--- config.mk ---
export PLATFORM = sky130hd
export DESIGN_NAME = rrh_frame_handler
export DESIGN_NICKNAME = d
export VERILOG_FILES = /design/src/verilog/rrh_pkg.sv /design/src/verilog/rrh_frame_handler.sv
export SDC_FILE = /design/constraint.sdc
export NUM_CORES = 1
export LEC_CHECK = 0
export ABC_AREA = 1
export BUFFER_PORTS_ARGS = -buffer_cell sky130_fd_sc_hd__buf_2
export CAP_MARGIN = 20
export CORE_MARGIN = 8
export CORE_UTILIZATION = 64
export CTS_BUF_LIST = sky130_fd_sc_hd__clkbuf_8
export DETAILED_ROUTE_END_ITERATION = 16
export PLACE_DENSITY = 0.82
export SLEW_MARGIN = 20
export SYNTH_ARGS = -nofsm -noshare
export SYNTH_HDL_FRONTEND = slang
export SYNTH_SLANG_ARGS = --single-unit
export TNS_END_PERCENT = 5
--- constraint.sdc ---
create_clock -name clk_i -period 4.5 [get_ports clk_i]
set_input_delay 0.9 -clock clk_i [delete_from_list [all_inputs] [get_ports clk_i]]
set_output_delay 0.9 -clock clk_i [all_outputs]
set_load 0.05 [all_outputs]
--- src/verilog/rrh_pkg.sv ---
// constants for the slave read frame handler
// Notes on behaviour
// - addresses, counts, values are 16-bit, high first
// - no frame longer than 128 bytes
// - bit reply: address, function, count, data, CRC
// - first bit in bit 0, eight per byte
// - unused upper bits of last byte are zero
// - register reply: count, registers ascending, high first
// - reply repeats received address and function code
// - answer only own node number 1 to 247
// - never reply to broadcast reads
// - registers zero offset, variables from 5000
// - status bits at 0, command bits at 100
`default_nettype none
package rrh_pkg;
    // -----------------------------------------------------------------
    // frame layout
    // -----------------------------------------------------------------
    localparam logic [7:0]  FN_READ_BITS  = 8'h01;
    localparam logic [7:0]  FN_READ_REGS  = 8'h03;
    localparam logic [7:0]  ADDR_BCAST    = 8'h00;
    localparam logic [7:0]  NODE_MIN      = 8'h01;
    localparam logic [7:0]  NODE_MAX      = 8'hf7;
    localparam logic [3:0]  QUERY_LEN     = 4'h8;
    localparam logic [7:0]  FRAME_MAX     = 8'h80;
    localparam logic [15:0] BITS_MAX      = 16'h03d8;
    localparam logic [15:0] REGS_MAX      = 16'h003d;
    localparam int          BITS_PER_BYTE = 8;
    // -----------------------------------------------------------------
    // address map
    // -----------------------------------------------------------------
    localparam logic [15:0] STATUS_BASE   = 16'h0000;
    localparam logic [15:0] CMD_BASE      = 16'h0064;
    localparam logic [15:0] PARAM_BASE    = 16'h0000;
    localparam logic [15:0] VAR_BASE      = 16'h1388;
    localparam logic [15:0] GROUP_BITS    = 16'h0008;
    // -----------------------------------------------------------------
    // crc
    // -----------------------------------------------------------------
    localparam logic [15:0] CRC_INIT      = 16'hffff;
    localparam logic [15:0] CRC_POLY      = 16'ha001;
    localparam logic [15:0] CRC_RESIDUE   = 16'h0000;

    typedef enum logic [3:0] {
        S_IDLE  = 4'b0000,
        S_ADDR  = 4'b0001,
        S_FUNC  = 4'b0010,
        S_CNT   = 4'b0011,
        S_COIL  = 4'b0100,
        S_FETCH = 4'b0101,
        S_REGHI = 4'b0110,
        S_REGLO = 4'b0111,
        S_CRCLO = 4'b1000,
        S_CRCHI = 4'b1001
    } rrh_state_type;

    function automatic logic [15:0] rrh_crc_step(input logic [15:0] c,
                                                 input logic [7:0]  b);
        logic [15:0] r;
        r = c ^ {8'h00, b};
        for (int i = 0; i < 8; i++) begin
            r = r[0] ? ((r >> 1) ^ CRC_POLY) : (r >> 1);
        end
        return r;
    endfunction : rrh_crc_step
endpackage : rrh_pkg
`default_nettype wire

--- src/verilog/rrh_frame_handler.sv ---
// slave frame handler for the bit read and register read services
`default_nettype none
`timescale 1ns/1ps
module rrh_frame_handler
    import rrh_pkg::*;
(
    input  wire logic        clk_i,
    input  wire logic        rstn_i,
    input  wire logic [7:0]  node_addr_i,
    input  wire logic        rx_valid_i,
    input  wire logic [7:0]  rx_data_i,
    input  wire logic        rx_end_i,
    input  wire logic [7:0]  status_bits_i,
    input  wire logic [7:0]  cmd_bits_i,
    output logic             reg_req_o,
    output logic [15:0]      reg_addr_o,
    input  wire logic        reg_ack_i,
    input  wire logic [15:0] reg_data_i,
    output logic             tx_valid_o,
    output logic [7:0]       tx_data_o,
    output logic             tx_last_o,
    input  wire logic        tx_ready_i,
    output logic             busy_o
);
    // -----------------------------------------------------------------
    // query receiver
    // -----------------------------------------------------------------
    logic [7:0]    q_byte_q [QUERY_LEN];
    logic [3:0]    rx_idx_q;
    logic [15:0]   rx_crc_q;
    rrh_state_type st_q;
    logic          start;
    logic [15:0]   q_cnt;
    logic          node_ok;

    always_ff @(posedge clk_i or negedge rstn_i) begin
        if (!rstn_i) begin
            rx_idx_q <= 4'h0;
            rx_crc_q <= CRC_INIT;
            for (int i = 0; i < QUERY_LEN; i++) q_byte_q[i] <= 8'h00;
        end else if (rx_end_i) begin
            rx_idx_q <= 4'h0;
            rx_crc_q <= CRC_INIT;
        end else if (rx_valid_i) begin
            if (rx_idx_q < QUERY_LEN) q_byte_q[rx_idx_q[2:0]] <= rx_data_i;
            if (rx_idx_q <= QUERY_LEN) rx_idx_q <= rx_idx_q + 4'h1;
            rx_crc_q <= rrh_crc_step(rx_crc_q, rx_data_i);
        end
    end

    assign q_cnt   = {q_byte_q[4], q_byte_q[5]};
    assign node_ok = (node_addr_i >= NODE_MIN) && (node_addr_i <= NODE_MAX);
    // broadcast never matches a legal node number
    assign start = rx_end_i && (st_q == S_IDLE) && (rx_idx_q == QUERY_LEN)
                && (rx_crc_q == CRC_RESIDUE) && node_ok
                && (q_byte_q[0] == node_addr_i) && (q_cnt != 16'h0000)
                && (((q_byte_q[1] == FN_READ_BITS) && (q_cnt <= BITS_MAX))
                 || ((q_byte_q[1] == FN_READ_REGS) && (q_cnt <= REGS_MAX)));

    // -----------------------------------------------------------------
    // response sequencer
    // -----------------------------------------------------------------
    logic [7:0]  node_q;
    logic [7:0]  func_q;
    logic [7:0]  bc_q;
    logic [7:0]  bc_left_q;
    logic [15:0] cur_addr_q;
    logic [15:0] left_q;
    logic [15:0] reg_val_q;
    logic [15:0] tx_crc_q;
    logic [7:0]  tx_cnt_q;
    logic [7:0]  push_data;
    logic        push_valid;
    logic        push_last;
    logic        push_ready;
    logic        fire;
    logic [7:0]  coil_byte;

    function automatic logic coil_bit(input logic [15:0] a);
        logic [15:0] off;
        off = a - CMD_BASE;
        if (a - STATUS_BASE < GROUP_BITS) return status_bits_i[a[2:0]];
        if (off < GROUP_BITS) return cmd_bits_i[off[2:0]];
        return 1'b0;
    endfunction : coil_bit

    always_comb begin
        coil_byte = 8'h00;
        for (int j = 0; j < BITS_PER_BYTE; j++) begin
            // first bit to bit 0, bits past the count stay zero
            if (16'(j) < left_q) coil_byte[j] = coil_bit(cur_addr_q + 16'(j));
        end
    end

    always_comb begin
        push_valid = 1'b1;
        push_data  = 8'h00;
        case (st_q)
            S_ADDR:  push_data = node_q;
            S_FUNC:  push_data = func_q;
            S_CNT:   push_data = bc_q;
            S_COIL:  push_data = coil_byte;
            S_REGHI: push_data = reg_val_q[15:8];
            S_REGLO: push_data = reg_val_q[7:0];
            S_CRCLO: push_data = tx_crc_q[7:0];
            S_CRCHI: push_data = tx_crc_q[15:8];
            default: push_valid = 1'b0;
        endcase
    end

    assign push_last = (st_q == S_CRCHI);
    assign fire      = push_valid && push_ready;
    assign busy_o    = (st_q != S_IDLE);
    assign reg_req_o = (st_q == S_FETCH);
    assign reg_addr_o = cur_addr_q;

    always_ff @(posedge clk_i or negedge rstn_i) begin
        if (!rstn_i) begin
            st_q       <= S_IDLE;
            node_q     <= 8'h00;
            func_q     <= 8'h00;
            bc_q       <= 8'h00;
            bc_left_q  <= 8'h00;
            cur_addr_q <= 16'h0000;
            left_q     <= 16'h0000;
            reg_val_q  <= 16'h0000;
        end else begin
            case (st_q)
                S_IDLE: if (start) begin
                    st_q       <= S_ADDR;
                    node_q     <= q_byte_q[0];
                    func_q     <= q_byte_q[1];
                    cur_addr_q <= {q_byte_q[2], q_byte_q[3]};
                    left_q     <= q_cnt;
                    if (q_byte_q[1] == FN_READ_BITS) begin
                        bc_q      <= 8'((17'(q_cnt) + 17'd7) >> 3);
                        bc_left_q <= 8'((17'(q_cnt) + 17'd7) >> 3);
                    end else begin
                        bc_q      <= {q_cnt[6:0], 1'b0};
                        bc_left_q <= {q_cnt[6:0], 1'b0};
                    end
                end
                S_ADDR: if (fire) st_q <= S_FUNC;
                S_FUNC: if (fire) st_q <= S_CNT;
                S_CNT: if (fire) begin
                    st_q <= (func_q == FN_READ_BITS) ? S_COIL : S_FETCH;
                end
                S_COIL: if (fire) begin
                    bc_left_q  <= bc_left_q - 8'h01;
                    cur_addr_q <= cur_addr_q + GROUP_BITS;
                    left_q     <= (left_q > GROUP_BITS) ?
                                  left_q - GROUP_BITS : 16'h0000;
                    if (bc_left_q == 8'h01) st_q <= S_CRCLO;
                end
                S_FETCH: if (reg_ack_i) begin
                    reg_val_q <= reg_data_i;
                    st_q      <= S_REGHI;
                end
                S_REGHI: if (fire) st_q <= S_REGLO;
                S_REGLO: if (fire) begin
                    cur_addr_q <= cur_addr_q + 16'h0001;
                    left_q     <= left_q - 16'h0001;
                    st_q <= (left_q == 16'h0001) ? S_CRCLO : S_FETCH;
                end
                S_CRCLO: if (fire) st_q <= S_CRCHI;
                S_CRCHI: if (fire) st_q <= S_IDLE;
                default: st_q <= S_IDLE;
            endcase
        end
    end

    always_ff @(posedge clk_i or negedge rstn_i) begin
        if (!rstn_i) begin
            tx_crc_q <= CRC_INIT;
            tx_cnt_q <= 8'h00;
        end else if (st_q == S_IDLE) begin
            tx_crc_q <= CRC_INIT;
            tx_cnt_q <= 8'h00;
        end else if (fire) begin
            tx_cnt_q <= tx_cnt_q + 8'h01;
            if (st_q != S_CRCLO && st_q != S_CRCHI) begin
                tx_crc_q <= rrh_crc_step(tx_crc_q, push_data);
            end
        end
    end

    // -----------------------------------------------------------------
    // two entry output buffer
    // -----------------------------------------------------------------
    logic [8:0] buf_q [2];
    logic       wr_ptr_q;
    logic       rd_ptr_q;
    logic [1:0] fill_q;
    logic       pop;

    assign push_ready = (fill_q != 2'd2);
    assign tx_valid_o = (fill_q != 2'd0);
    assign pop        = tx_valid_o && tx_ready_i;
    assign tx_data_o  = buf_q[rd_ptr_q][7:0];
    assign tx_last_o  = buf_q[rd_ptr_q][8];

    always_ff @(posedge clk_i or negedge rstn_i) begin
        if (!rstn_i) begin
            buf_q[0] <= 9'h000;
            buf_q[1] <= 9'h000;
            wr_ptr_q <= 1'b0;
            rd_ptr_q <= 1'b0;
            fill_q   <= 2'd0;
        end else begin
            if (fire) begin
                buf_q[wr_ptr_q] <= {push_last, push_data};
                wr_ptr_q        <= ~wr_ptr_q;
            end
            if (pop) rd_ptr_q <= ~rd_ptr_q;
            if (fire && !pop) fill_q <= fill_q + 2'd1;
            else if (!fire && pop) fill_q <= fill_q - 2'd1;
        end
    end

    // -----------------------------------------------------------------
    // checks
    // -----------------------------------------------------------------
    property p_len_limit;
        @(posedge clk_i) disable iff (!rstn_i)
        fire |=> (tx_cnt_q <= FRAME_MAX);
    endproperty
    a_len_limit: assert property (p_len_limit)
        else $error("response longer than limit");

    property p_echo_addr;
        @(posedge clk_i) disable iff (!rstn_i)
        start |=> (st_q == S_ADDR) && (push_data == $past(node_addr_i));
    endproperty
    a_echo_addr: assert property (p_echo_addr)
        else $error("reply does not open with node address");

    property p_echo_func;
        @(posedge clk_i) disable iff (!rstn_i)
        (st_q == S_ADDR && fire) |=> (push_data == func_q) && func_q != 8'h00;
    endproperty
    a_echo_func: assert property (p_echo_func)
        else $error("function code not echoed");

    property p_own_node;
        @(posedge clk_i) disable iff (!rstn_i)
        start |-> (q_byte_q[0] != ADDR_BCAST) && (q_byte_q[0] <= NODE_MAX);
    endproperty
    a_own_node: assert property (p_own_node)
        else $error("reply to foreign or broadcast address");

    property p_pad_zero;
        @(posedge clk_i) disable iff (!rstn_i)
        (st_q == S_COIL && left_q < GROUP_BITS) |->
            ((push_data >> left_q[2:0]) == 8'h00);
    endproperty
    a_pad_zero: assert property (p_pad_zero)
        else $error("unused bits of last byte not zero");

    property p_first_bit;
        @(posedge clk_i) disable iff (!rstn_i)
        (st_q == S_COIL && left_q != 16'h0000) |->
            (push_data[0] == coil_bit(cur_addr_q));
    endproperty
    a_first_bit: assert property (p_first_bit)
        else $error("first bit not in bit 0");

    property p_reg_order;
        @(posedge clk_i) disable iff (!rstn_i)
        (st_q == S_REGHI && fire) |=>
            (st_q == S_REGLO) && (push_data == $past(reg_val_q[7:0]));
    endproperty
    a_reg_order: assert property (p_reg_order)
        else $error("register low byte out of order");

    property p_ascend;
        @(posedge clk_i) disable iff (!rstn_i)
        (st_q == S_REGLO && fire) |=>
            (cur_addr_q == 16'($past(cur_addr_q) + 16'h0001));
    endproperty
    a_ascend: assert property (p_ascend)
        else $error("registers not ascending");

    property p_crc_order;
        @(posedge clk_i) disable iff (!rstn_i)
        (st_q == S_CRCLO && fire) |=>
            (push_data == tx_crc_q[15:8]) && push_last;
    endproperty
    a_crc_order: assert property (p_crc_order)
        else $error("crc bytes out of order");

    property p_count;
        @(posedge clk_i) disable iff (!rstn_i)
        (st_q == S_CNT) |-> (push_data == bc_q) && (bc_q != 8'h00);
    endproperty
    a_count: assert property (p_count)
        else $error("byte count field wrong");
endmodule : rrh_frame_handler
`default_nettype wire

=== Word level (Yosys, flattened, before mapping) ===
Index checks and enable logic that the tools add are counted.

* Bits in registers: 206
* Input bits: 54
* Output and inout bits: 28
* Word-level logic and storage cells: 370

* Add/sub/neg operators: 23
* Order comparisons: 52
* Equality and inequality tests: 30
* Mux-type cells: 176
* Bitwise gates (word level): 24
* Reduce and logical (&&, ||, !) cells: 41

{| class="wikitable"
|+ Operators by type and width
! operator !! count
|-
| 2-to-1 mux 16 bit || 28
|-
| < comparator 16 x 4 -> 1 bit, second input constant || 16
|-
| subtractor 16 x 7 -> 16 bit, second input constant || 8
|-
| 2-to-1 mux 1 bit || 98
|-
| one-hot mux 16 bit (3 select lines) || 2
|-
| adder 16 x 3 -> 16 bit, second input constant || 4
|-
| bitwise mux 64 bit || 1
|-
| < comparator 3 x 16 -> 1 bit, first input constant || 4
|-
| < comparator 3 x 4 -> 1 bit, second input constant || 16
|-
| one-hot mux 8 bit (8 select lines) || 1
|-
| 2-to-1 mux 4 bit || 15
|-
| binary-select mux 1 bit (select 3 bit) || 16
|-
| NOT 2 -> 3 bit || 16
|-
| one-hot mux 4 bit (10 select lines) || 1
|-
| 2-to-1 mux 9 bit || 4
|-
| adder 16 x 2 -> 16 bit, second input constant || 2
|-
| < comparator 1 x 16 -> 1 bit, first input constant || 2
|-
| < comparator 2 x 16 -> 1 bit, first input constant || 2
|-
| 2-to-1 mux 8 bit || 4
|-
| XOR 16 x 8 -> 16 bit || 2
|-
| demux 8 bit (select 3 bit) || 1
|-
| equality test 8 x 1 -> 1 bit, second input constant || 3
|-
| != test 2 bit, second input constant || 10
|-
| bitwise mux 18 bit || 1
|-
| 49 further kinds || 89
|}

=== Depth between registers and ports, before layout ===
Gate-level depths: netlist of run 1.

* Depth after elaboration: 30
* Mapped depth: 33
* Gate-level depth less buffers: 31

=== Worst setup path after synthesis of run 1 ===
Ideal clock, no wire load.

* Kind: register to register
* From: register cur_addr_q[0] (netlist: reg_addr_o[0])
* To: register tx_crc_q[0]
* Setup time: 78 ps
* Data arrival time: 3492 ps
* Required time: 4422 ps
* Path slack: 930 ps
* Stages on the path, launching flop included: 31
* Period minus slack after synthesis: 3570 ps
* Path through: dfrtp_1 -> buf_4 -> inv_2 -> buf_2 -> ha_1 -> inv_2 -> nand2_1 -> nor2_1 -> nand2_1 -> xor2_1 -> nand2_1 -> nor2_2 -> nand2_1 -> nand2_1 -> nand2_1 -> nor2_1 -> nand3_1 -> nand2_1 -> nand2_2 -> nand2_2 -> nand2_1 -> nand2_2 -> nand2_2 -> nand3_2 -> nand2_1 -> nand2_2 -> nand2_2 -> nand2_1 -> nand3_1 -> nand3_1 -> nand2_1

* Word-level cells in the longest chain between the ends: 23
* Elaborated cells between the ends (all ways): 163
* Those cells by class: add/sub (15); order compare (16); mux (124); bitwise (8)

{| class="wikitable"
|+ RTL lines
! item !! RTL line !! text
|-
| from (decl) || rrh_frame_handler.sv:67 || <nowiki>logic [15:0] cur_addr_q;</nowiki>
|-
| from (signal assigned) || rrh_frame_handler.sv:133 || <nowiki>cur_addr_q <= {q_byte_q[2], q_byte_q[3]};</nowiki>
|-
| from (signal assigned) || rrh_frame_handler.sv:150 || <nowiki>cur_addr_q <= cur_addr_q + GROUP_BITS;</nowiki>
|-
| from (signal assigned) || rrh_frame_handler.sv:161 || <nowiki>cur_addr_q <= cur_addr_q + 16'h0001;</nowiki>
|-
| adder 16 x 3 -> 16 bit, or another cell as far along || rrh_frame_handler.sv:91 || <nowiki>if (16'(j) < left_q) coil_byte[j] = coil_bit(cur_addr_q + 16'(j));</nowiki>
|-
| subtractor 16 x 7 -> 16 bit || rrh_frame_handler.sv:81 || <nowiki>off = a - CMD_BASE;</nowiki>
|-
| < comparator 16 x 4 -> 1 bit || rrh_frame_handler.sv:83 || <nowiki>if (off < GROUP_BITS) return cmd_bits_i[off[2:0]];</nowiki>
|-
| 2-to-1 mux 1 bit (2 in a row) || rrh_frame_handler.sv:83 ||
|-
| 2-to-1 mux 1 bit || rrh_frame_handler.sv:91 ||
|-
| 2-to-1 mux 1 bit || rrh_frame_handler.sv:84 || <nowiki>return 1'b0;</nowiki>
|-
| 2-to-1 mux 1 bit || rrh_frame_handler.sv:83 ||
|-
| 2-to-1 mux 1 bit || rrh_frame_handler.sv:91 ||
|-
| one-hot mux 8 bit (8 select lines) * || rrh_frame_handler.sv:98 || <nowiki>case (st_q)</nowiki>
|-
| XOR 16 x 8 -> 16 bit * || rrh_pkg.sv:60 || <nowiki>r = c ^ {8'h00, b};</nowiki>
|-
| 2-to-1 mux 16 bit * (6 in a row) || rrh_pkg.sv:62 || <nowiki>r = r[0] ? ((r >> 1) ^ CRC_POLY) : (r >> 1);</nowiki>
|-
| NOT 2 -> 3 bit (no line) or 2-to-1 mux 16 bit (tied branches) || - ||
|-
| 2-to-1 mux 16 bit * (2 in a row) || rrh_pkg.sv:62 ||
|-
| 2-to-1 mux 16 bit * || rrh_frame_handler.sv:181 || <nowiki>if (st_q != S_CRCLO && st_q != S_CRCHI) begin</nowiki>
|-
| 2-to-1 mux 16 bit * || rrh_frame_handler.sv:179 || <nowiki>end else if (fire) begin</nowiki>
|-
| 2-to-1 mux 16 bit * || rrh_frame_handler.sv:176 || <nowiki>end else if (st_q == S_IDLE) begin</nowiki>
|-
| to (signal assigned) || rrh_frame_handler.sv:182 || <nowiki>tx_crc_q <= rrh_crc_step(tx_crc_q, push_data);</nowiki>
|-
| to (decl) || rrh_frame_handler.sv:70 || <nowiki>logic [15:0] tx_crc_q;</nowiki>
|}

Mark *: on every way between the ends. The rest lies on a longest branch, timed or not. The select of a mux whose other input is x is not followed.
A chain may end at the register's enable or synchronous reset.

=== Final worst setup path of run 1 ===
* From: register cur_addr_q[3] (netlist: reg_addr_o[3])
* To: register tx_crc_q[0]

Same word-level chain as after synthesis.

==> results.sh, run 1 <==
export IMPL_status="finished, final reports clean"
export IMPL_maxSlewHeadroom=0.348
export IMPL_cts_buffer_depth=2
export IMPL_synth_nets=2302
export IMPL_start_util=0.651
export IMPL_max_freq_ghz=0.248
export IMPL_hp_class="flop to flop"
export IMPL_p_leak_nw=8.00
export IMPL_holdPathStages=2
export IMPL_fillCellCount=1958
export IMPL_cp_end_kind="flop"
export IMPL_preCtsSetupSlack_ps=454
export IMPL_ios=82
export IMPL_power_density_nw_per_um2=764
export IMPL_ir_drop_mv=0.450
export IMPL_synth_top_area_share=0.269
export IMPL_ys_top_cells_by_count="nand2_1, inv_1, o21ai_0"
export IMPL_clk_latency_ps=490
export IMPL_final_nets=2372
export IMPL_synth_seq_cells=190
export IMPL_antenna_left=0
export IMPL_firstDrtPassIters=8
export IMPL_synth_top_cell_by_area="dfrtp_1"
export IMPL_row_count=55
export IMPL_synth_most_common_cell="nand2_1"
export IMPL_h_tree_depth=4
export IMPL_postSynthAreaPerCell_um2=6.63
export IMPL_cp_required_ps=4940
export IMPL_grt_pass1_vias=15091
export IMPL_synthFlopType="dfrtp_1"
export IMPL_final_max_slew_viol_count=0
export IMPL_cts_sinks=190
export IMPL_setup_viol=0
export IMPL_ys_warn_count=0
export IMPL_coreArea_um2=22600
export IMPL_die_w_um=168
export IMPL_post_route_period_util=0.898
export IMPL_cts_tree="yes"
export IMPL_die_h_um=168
export IMPL_place_congestion=1.08
export IMPL_cts_made_buffers=17
export IMPL_drive_gt1_frac=0.116
export IMPL_viasPerCell=6.17
export IMPL_clock_tree_root_cell="clkbuf_8"
export IMPL_worst_setup_path_start_kind="flop"
export IMPL_synth_seq_area_share=0.326
export IMPL_synth_edf_count=0
export IMPL_dieArea_um2=28100
export IMPL_grt_setup_unrepaired="no"
export IMPL_dpl_hpwl_um=38000
export IMPL_post_drt_wl_per_cell_um=19.2
export IMPL_numPortBuffers=81
export IMPL_arrival_ps=4480
export IMPL_final_setup_tns_ps=0
export IMPL_ff2ff_path_depth=24
export IMPL_worstSetupPathType="flop to flop"
export IMPL_antenna_found_initial=0
export IMPL_maxCapViolCount=0
export IMPL_drc=0
export IMPL_dr_first_iter_drc_count=2174
export IMPL_async_reset_ff_frac=1.00
export IMPL_areaGrowthSynthToFinish_pct=7.93
export IMPL_netlist_area_um2=14700
export IMPL_synthTopCellsByArea="dfrtp_1, nand2_1, o21ai_0"
export IMPL_worst_pin_slew_ps=971
export IMPL_syn_inst=2217
export IMPL_drt_total_wl_um=49700
export IMPL_grt_pass1_wl_um=78500
export IMPL_clock_skew_ps=24.5
export IMPL_track_usage=0.348
export IMPL_grt_ovfl_total=0
export IMPL_num_vias=15966
export IMPL_cts_clk_slew_worst_paths_ps=110
export IMPL_crit_path_max_fanout=10
export IMPL_fin_crit_ps=4040
export IMPL_worst_slack_ps=460
export IMPL_ys_types=61
export IMPL_grt_max_degree=113
export IMPL_hold_violations=0
==> cells by family after synthesis <==
logic type      synth area share
buf+inv                   0.0878
fa+ha+maj                 0.0264
mux                       0.0120
compound gates             0.144
xor+xnor                  0.0558
simple gates               0.348
flops                      0.326
==> final cells by class <==
class | instances | area (um^2) | area share
multi-input cells | 1700 | 8610 | 0.543
clock inverters | 14 | 166 | 0.0105
clock buffers | 18 | 248 | 0.0156
inverters | 262 | 986 | 0.0622
repair buffers | 116 | 689 | 0.0435
flip-flops and latches | 190 | 4800 | 0.302
well taps | 285 | 357 | 0.0225
diodes | 1 | 2.50 | 0.000158
==> flip-flops by register name, indices dropped and copies added (netlist names) <==
| register | flops |
|---|---|
| fill_q | 2 |
| node_q | 8 |
| left_q | 16 |
| reg_val_q | 16 |
| rx_crc_q | 16 |
| q_byte_q | 48 |
| wr_ptr_q | 1 |
| st_q | 4 |
| rd_ptr_q | 1 |
| func_q | 8 |
| bc_left_q | 8 |
| bc_q | 8 |
| rx_idx_q | 4 |
| buf_q | 18 |
| tx_crc_q | 16 |
| reg_addr_o | 16 |
==> path summary, 6_finish.rpt <==
check	slack, ps	from	endpoint
max in group asynchronous	3050	rstn_i	rx_crc_q[5]
min in group asynchronous	500	rstn_i	reg_addr_o[2]
worst min-delay path	490	buf_q[3]	buf_q[3]
worst min register to register	490	buf_q[3]	buf_q[3]
worst max register to register	460	reg_addr_o[3]	tx_crc_q[0]
worst max-delay path	460	reg_addr_o[3]	tx_crc_q[0]
==> repair_timing <==
action                                  CTS  global route
endpoints found under the hold margin     0             0
buffers inserted                          0             0
hold buffers                              0             0
resized for setup                         0             1
endpoints found under the setup margin    0             1
==> stage by stage <==
| step | util | hold slack [ps] | cells | cell area, um^2 | power (mW) |
|---|---|---|---|---|---|
| after floorplan | - | 434 | 2217 | 14700 | 8.44 |
| after global placement | 0.683 | 461 | 2552 | 15400 | 10.4 |
| after detailed placement | 0.683 | 463 | 2552 | 15400 | 10.6 |
| after CTS | 0.702 | 492 | 2584 | 15800 | 11.9 |
| after global routing | 0.702 | 510 | 2585 | 15900 | 13.0 |
| final | 0.702 | 492 | 2586 | 15900 | 12.1 |
==> critical path: stages (launching register included) <==
cell and delay [ps]:
dfrtp_1 670, ha_1 460, inv_2 130, nor2_2 260, nand2_2 130, nor2_1 320, xor2_1 150, nor2_1 220
nand2_1 70, nand3b_1 180, o21ai_1 150, inv_1 60, nand2_2 130, nand2_2 100, nand2_1 130, nand3_1 80
nand2_1 120, nand3_2 100, nand2_1 90, nand2_2 80, nand2_2 70, nand2_1 70, nand3_1 80, nand3_1 80
nand2_1 70
==> layer usage <==
layer / global-route usage / vias up / part of all wire
met3: 0.0687 / 182 / 0.10
li1: - / 7404 / -
met4: 0.200 / 0 / 0.060
met2: 0.549 / 946 / 0.45
met1: 0.443 / 7434 / 0.39
met5: 0 / - / 0
==> power breakdown <==
part	internal [mW]	switching, mW
registers	2.42	0.713
logic	2.38	5.41
clock network	0.442	0.753
total	5.24	6.87
==> cell usage in the layout (no fill, tap or decap), drive strengths merged, types with 9 or more instances in the layout <==
cell type	synthesis	layout
a21oi	56	56
a31oi	9	9
buf	26	115
clkbuf	39	19
clkinv	9	16
dfrtp	158	158
dfstp	32	32
ha	31	31
inv	253	260
mux2	13	13
nand2	706	706
nand3	172	172
nand3b	9	9
nand4	36	36
nor2	209	209
nor3	25	25
nor4	17	17
o211ai	14	14
o21ai	220	220
o22ai	21	21
xnor2	10	10
xor2	81	81
Power figures use the tool's default switching activity.
==> inputs of run 2 (changes only) <==
==> constraint.sdc (replaced) <==
create_clock -name clk_i -period 4.2 [get_ports clk_i]
set_input_delay 0.84 -clock clk_i [delete_from_list [all_inputs] [get_ports clk_i]]
set_output_delay 0.84 -clock clk_i [all_outputs]
set_load 0.05 [all_outputs]
==> results.sh, run 2 (same netlist as run 1, synthesis figures left out) <==
export IMPL_status="finished, final reports clean"
export IMPL_instances_no_fill=2620
export IMPL_n_antenna_cell=0
export IMPL_mostFrequentLayoutCells="nand2_1, inv_1, o21ai_0"
export IMPL_viasPerCell=6.11
export IMPL_power_switching_mw=7.44
export IMPL_clkPwrFrac=0.099
export IMPL_layout_commonest_cell="nand2_1"
export IMPL_reg2reg_from="reg_addr_o[3]"
export IMPL_post_drt_wl_per_cell_um=19.4
export IMPL_hold_violations=0
export IMPL_antenna_found_initial=0
export IMPL_combPwrFrac=0.652
export IMPL_cpMostUsedCell="nand2_1"
export IMPL_drive_gt1_frac=0.129
export IMPL_r2r_end="tx_crc_q[0]"
export IMPL_power_density_nw_per_um2=816
export IMPL_track_usage=0.360
export IMPL_clock_tree_root_cell="clkbuf_8"
export IMPL_die_w_um=168
export IMPL_ff2ff_path_depth=27
export IMPL_grt_setup_unrepaired="no"
export IMPL_num_vias=16012
export IMPL_setup_viol=0
export IMPL_dr_first_iter_drc_count=1982
export IMPL_dpl_hpwl_um=38800
export IMPL_cts_tree="yes"
export IMPL_crit_path_max_fanout=13
export IMPL_ios=82
export IMPL_numPortBuffers=81
export IMPL_clk_latency_ps=500
export IMPL_drt_total_wl_um=50900
export IMPL_reg_top3="q_byte_q (48), buf_q (18)"
export IMPL_firstDrtPassIters=6
export IMPL_coreArea_um2=22600
export IMPL_p_seq_frac=0.249
export IMPL_p_int_mw=5.72
export IMPL_postCtsHoldBufs=0
export IMPL_grt_ovfl_total=0
export IMPL_ir_drop_mv=0.523
export IMPL_arrival_ps=4260
export IMPL_hp_class="primary input to async pin"
export IMPL_worst_pin_slew_ps=1050
export IMPL_postCtsSetupRepairBufs=0
export IMPL_p_leak_nw=8.17
export IMPL_clock_skew_ps=20.2
export IMPL_dieArea_um2=28100
export IMPL_cp_end_kind="flop"
export IMPL_drc=0
export IMPL_cts_sinks=190
export IMPL_start_util=0.651
export IMPL_cts_resized=0
export IMPL_die_h_um=168
export IMPL_fin_crit_ps=3810
export IMPL_final_nets=2407
export IMPL_maxCapViolCount=0
export IMPL_final_max_slew_viol_count=0
export IMPL_place_congestion=1.09
export IMPL_worst_setup_path_start_kind="flop"
export IMPL_largest_reg_flops=48
export IMPL_dp_cells=2588
export IMPL_crit_path_max_incr_delay_ps=370
export IMPL_cp_required_ps=4650
export IMPL_grt_pass1_vias=15255
export IMPL_cts_buffer_depth=2
export IMPL_maxSlewHeadroom=0.297
export IMPL_h_tree_depth=4
export IMPL_top_register="q_byte_q"
export IMPL_final_setup_tns_ps=0
export IMPL_grt_pass1_wl_um=80700
export IMPL_cp_slowest_cell="dfrtp_1"
export IMPL_max_freq_ghz=0.263
export IMPL_areaGrowthSynthToFinish_pct=9.75
export IMPL_grt_max_degree=115
export IMPL_rrSetupSlack_ps=390
export IMPL_worstSetupPathType="flop to flop"
export IMPL_row_count=55
export IMPL_p_sw_frac=0.565
export IMPL_post_route_period_util=0.907
export IMPL_antenna_left=0
export IMPL_cts_clk_slew_worst_paths_ps=130
export IMPL_cts_made_buffers=17
## run 2: cell count changes in the layout (fill, tap and decap cells not counted), sizes merged
cell and delta:
buf +35, clkbuf -1, clkinv +1, clkinvlp +1, diode -1, inv -1
## run 2: through the flow
step           setup slack [ps]  hold WS [ps]  cell area, um^2  total power, mW   util
4_1_cts                     525           486            16100             12.9  0.714
5_1_grt                    45.1           488            16100             14.1  0.714
3_3_place_gp                634           459            15700             11.3  0.695
6_report                    392           446            16100             13.2  0.714
2_1_floorplan               630           434            14700             9.05      -
3_5_place_dp                525           461            15700             11.5  0.695
## run 2: final cells by class
| type | instances | area (um^2) |
|---|---|---|
| inverter | 262 | 986 |
| sequential | 190 | 4790 |
| timing repair buffer | 151 | 952 |
| fill | 1881 | 6450 |
| clock buffer | 17 | 234 |
| clock inverter | 15 | 189 |
| tap | 285 | 357 |
| multi-input combinational | 1700 | 8610 |
## run 2: how the worst max path moves through the flow
stage	startpoint	end	slack [ps]	depth (start not counted)
floorplan	reg_addr_o[0]	tx_crc_q[0]	630	30
global placement	reg_addr_o[3]	tx_crc_q[0]	630	26
detailed placement	reg_addr_o[0]	tx_crc_q[0]	530	29
CTS	reg_addr_o[0]	tx_crc_q[0]	530	29
global route	reg_addr_o[0]	tx_crc_q[0]	50	29
finish	reg_addr_o[3]	tx_crc_q[0]	390	27
## run 2: layer usage
metal / global-route usage / wire length, um
met2: 0.576 / 22700
met3: 0.0731 / 5630
met1: 0.464 / 20100
met5: 0 / 0
met4: 0.166 / 2450
## run 2: critical path, delay by kind of cell (launching register included)
family / cells / cell delay [ps]
flops: 1 / 370
simple gates: 22 / 2510
xor+xnor: 1 / 220
fa+ha+maj: 1 / 230
buf+inv: 3 / 430
## run 2: power by group through the flow
stage / Combinational, mW / Sequential (mW) / Clock [mW]
floorplan: 5.84 / 3.20 / 0
global placement: 8.06 / 3.24 / 0
detailed placement: 8.27 / 3.26 / 0
CTS: 8.34 / 3.23 / 1.30
global route: 9.44 / 3.33 / 1.36
finish: 8.58 / 3.28 / 1.31
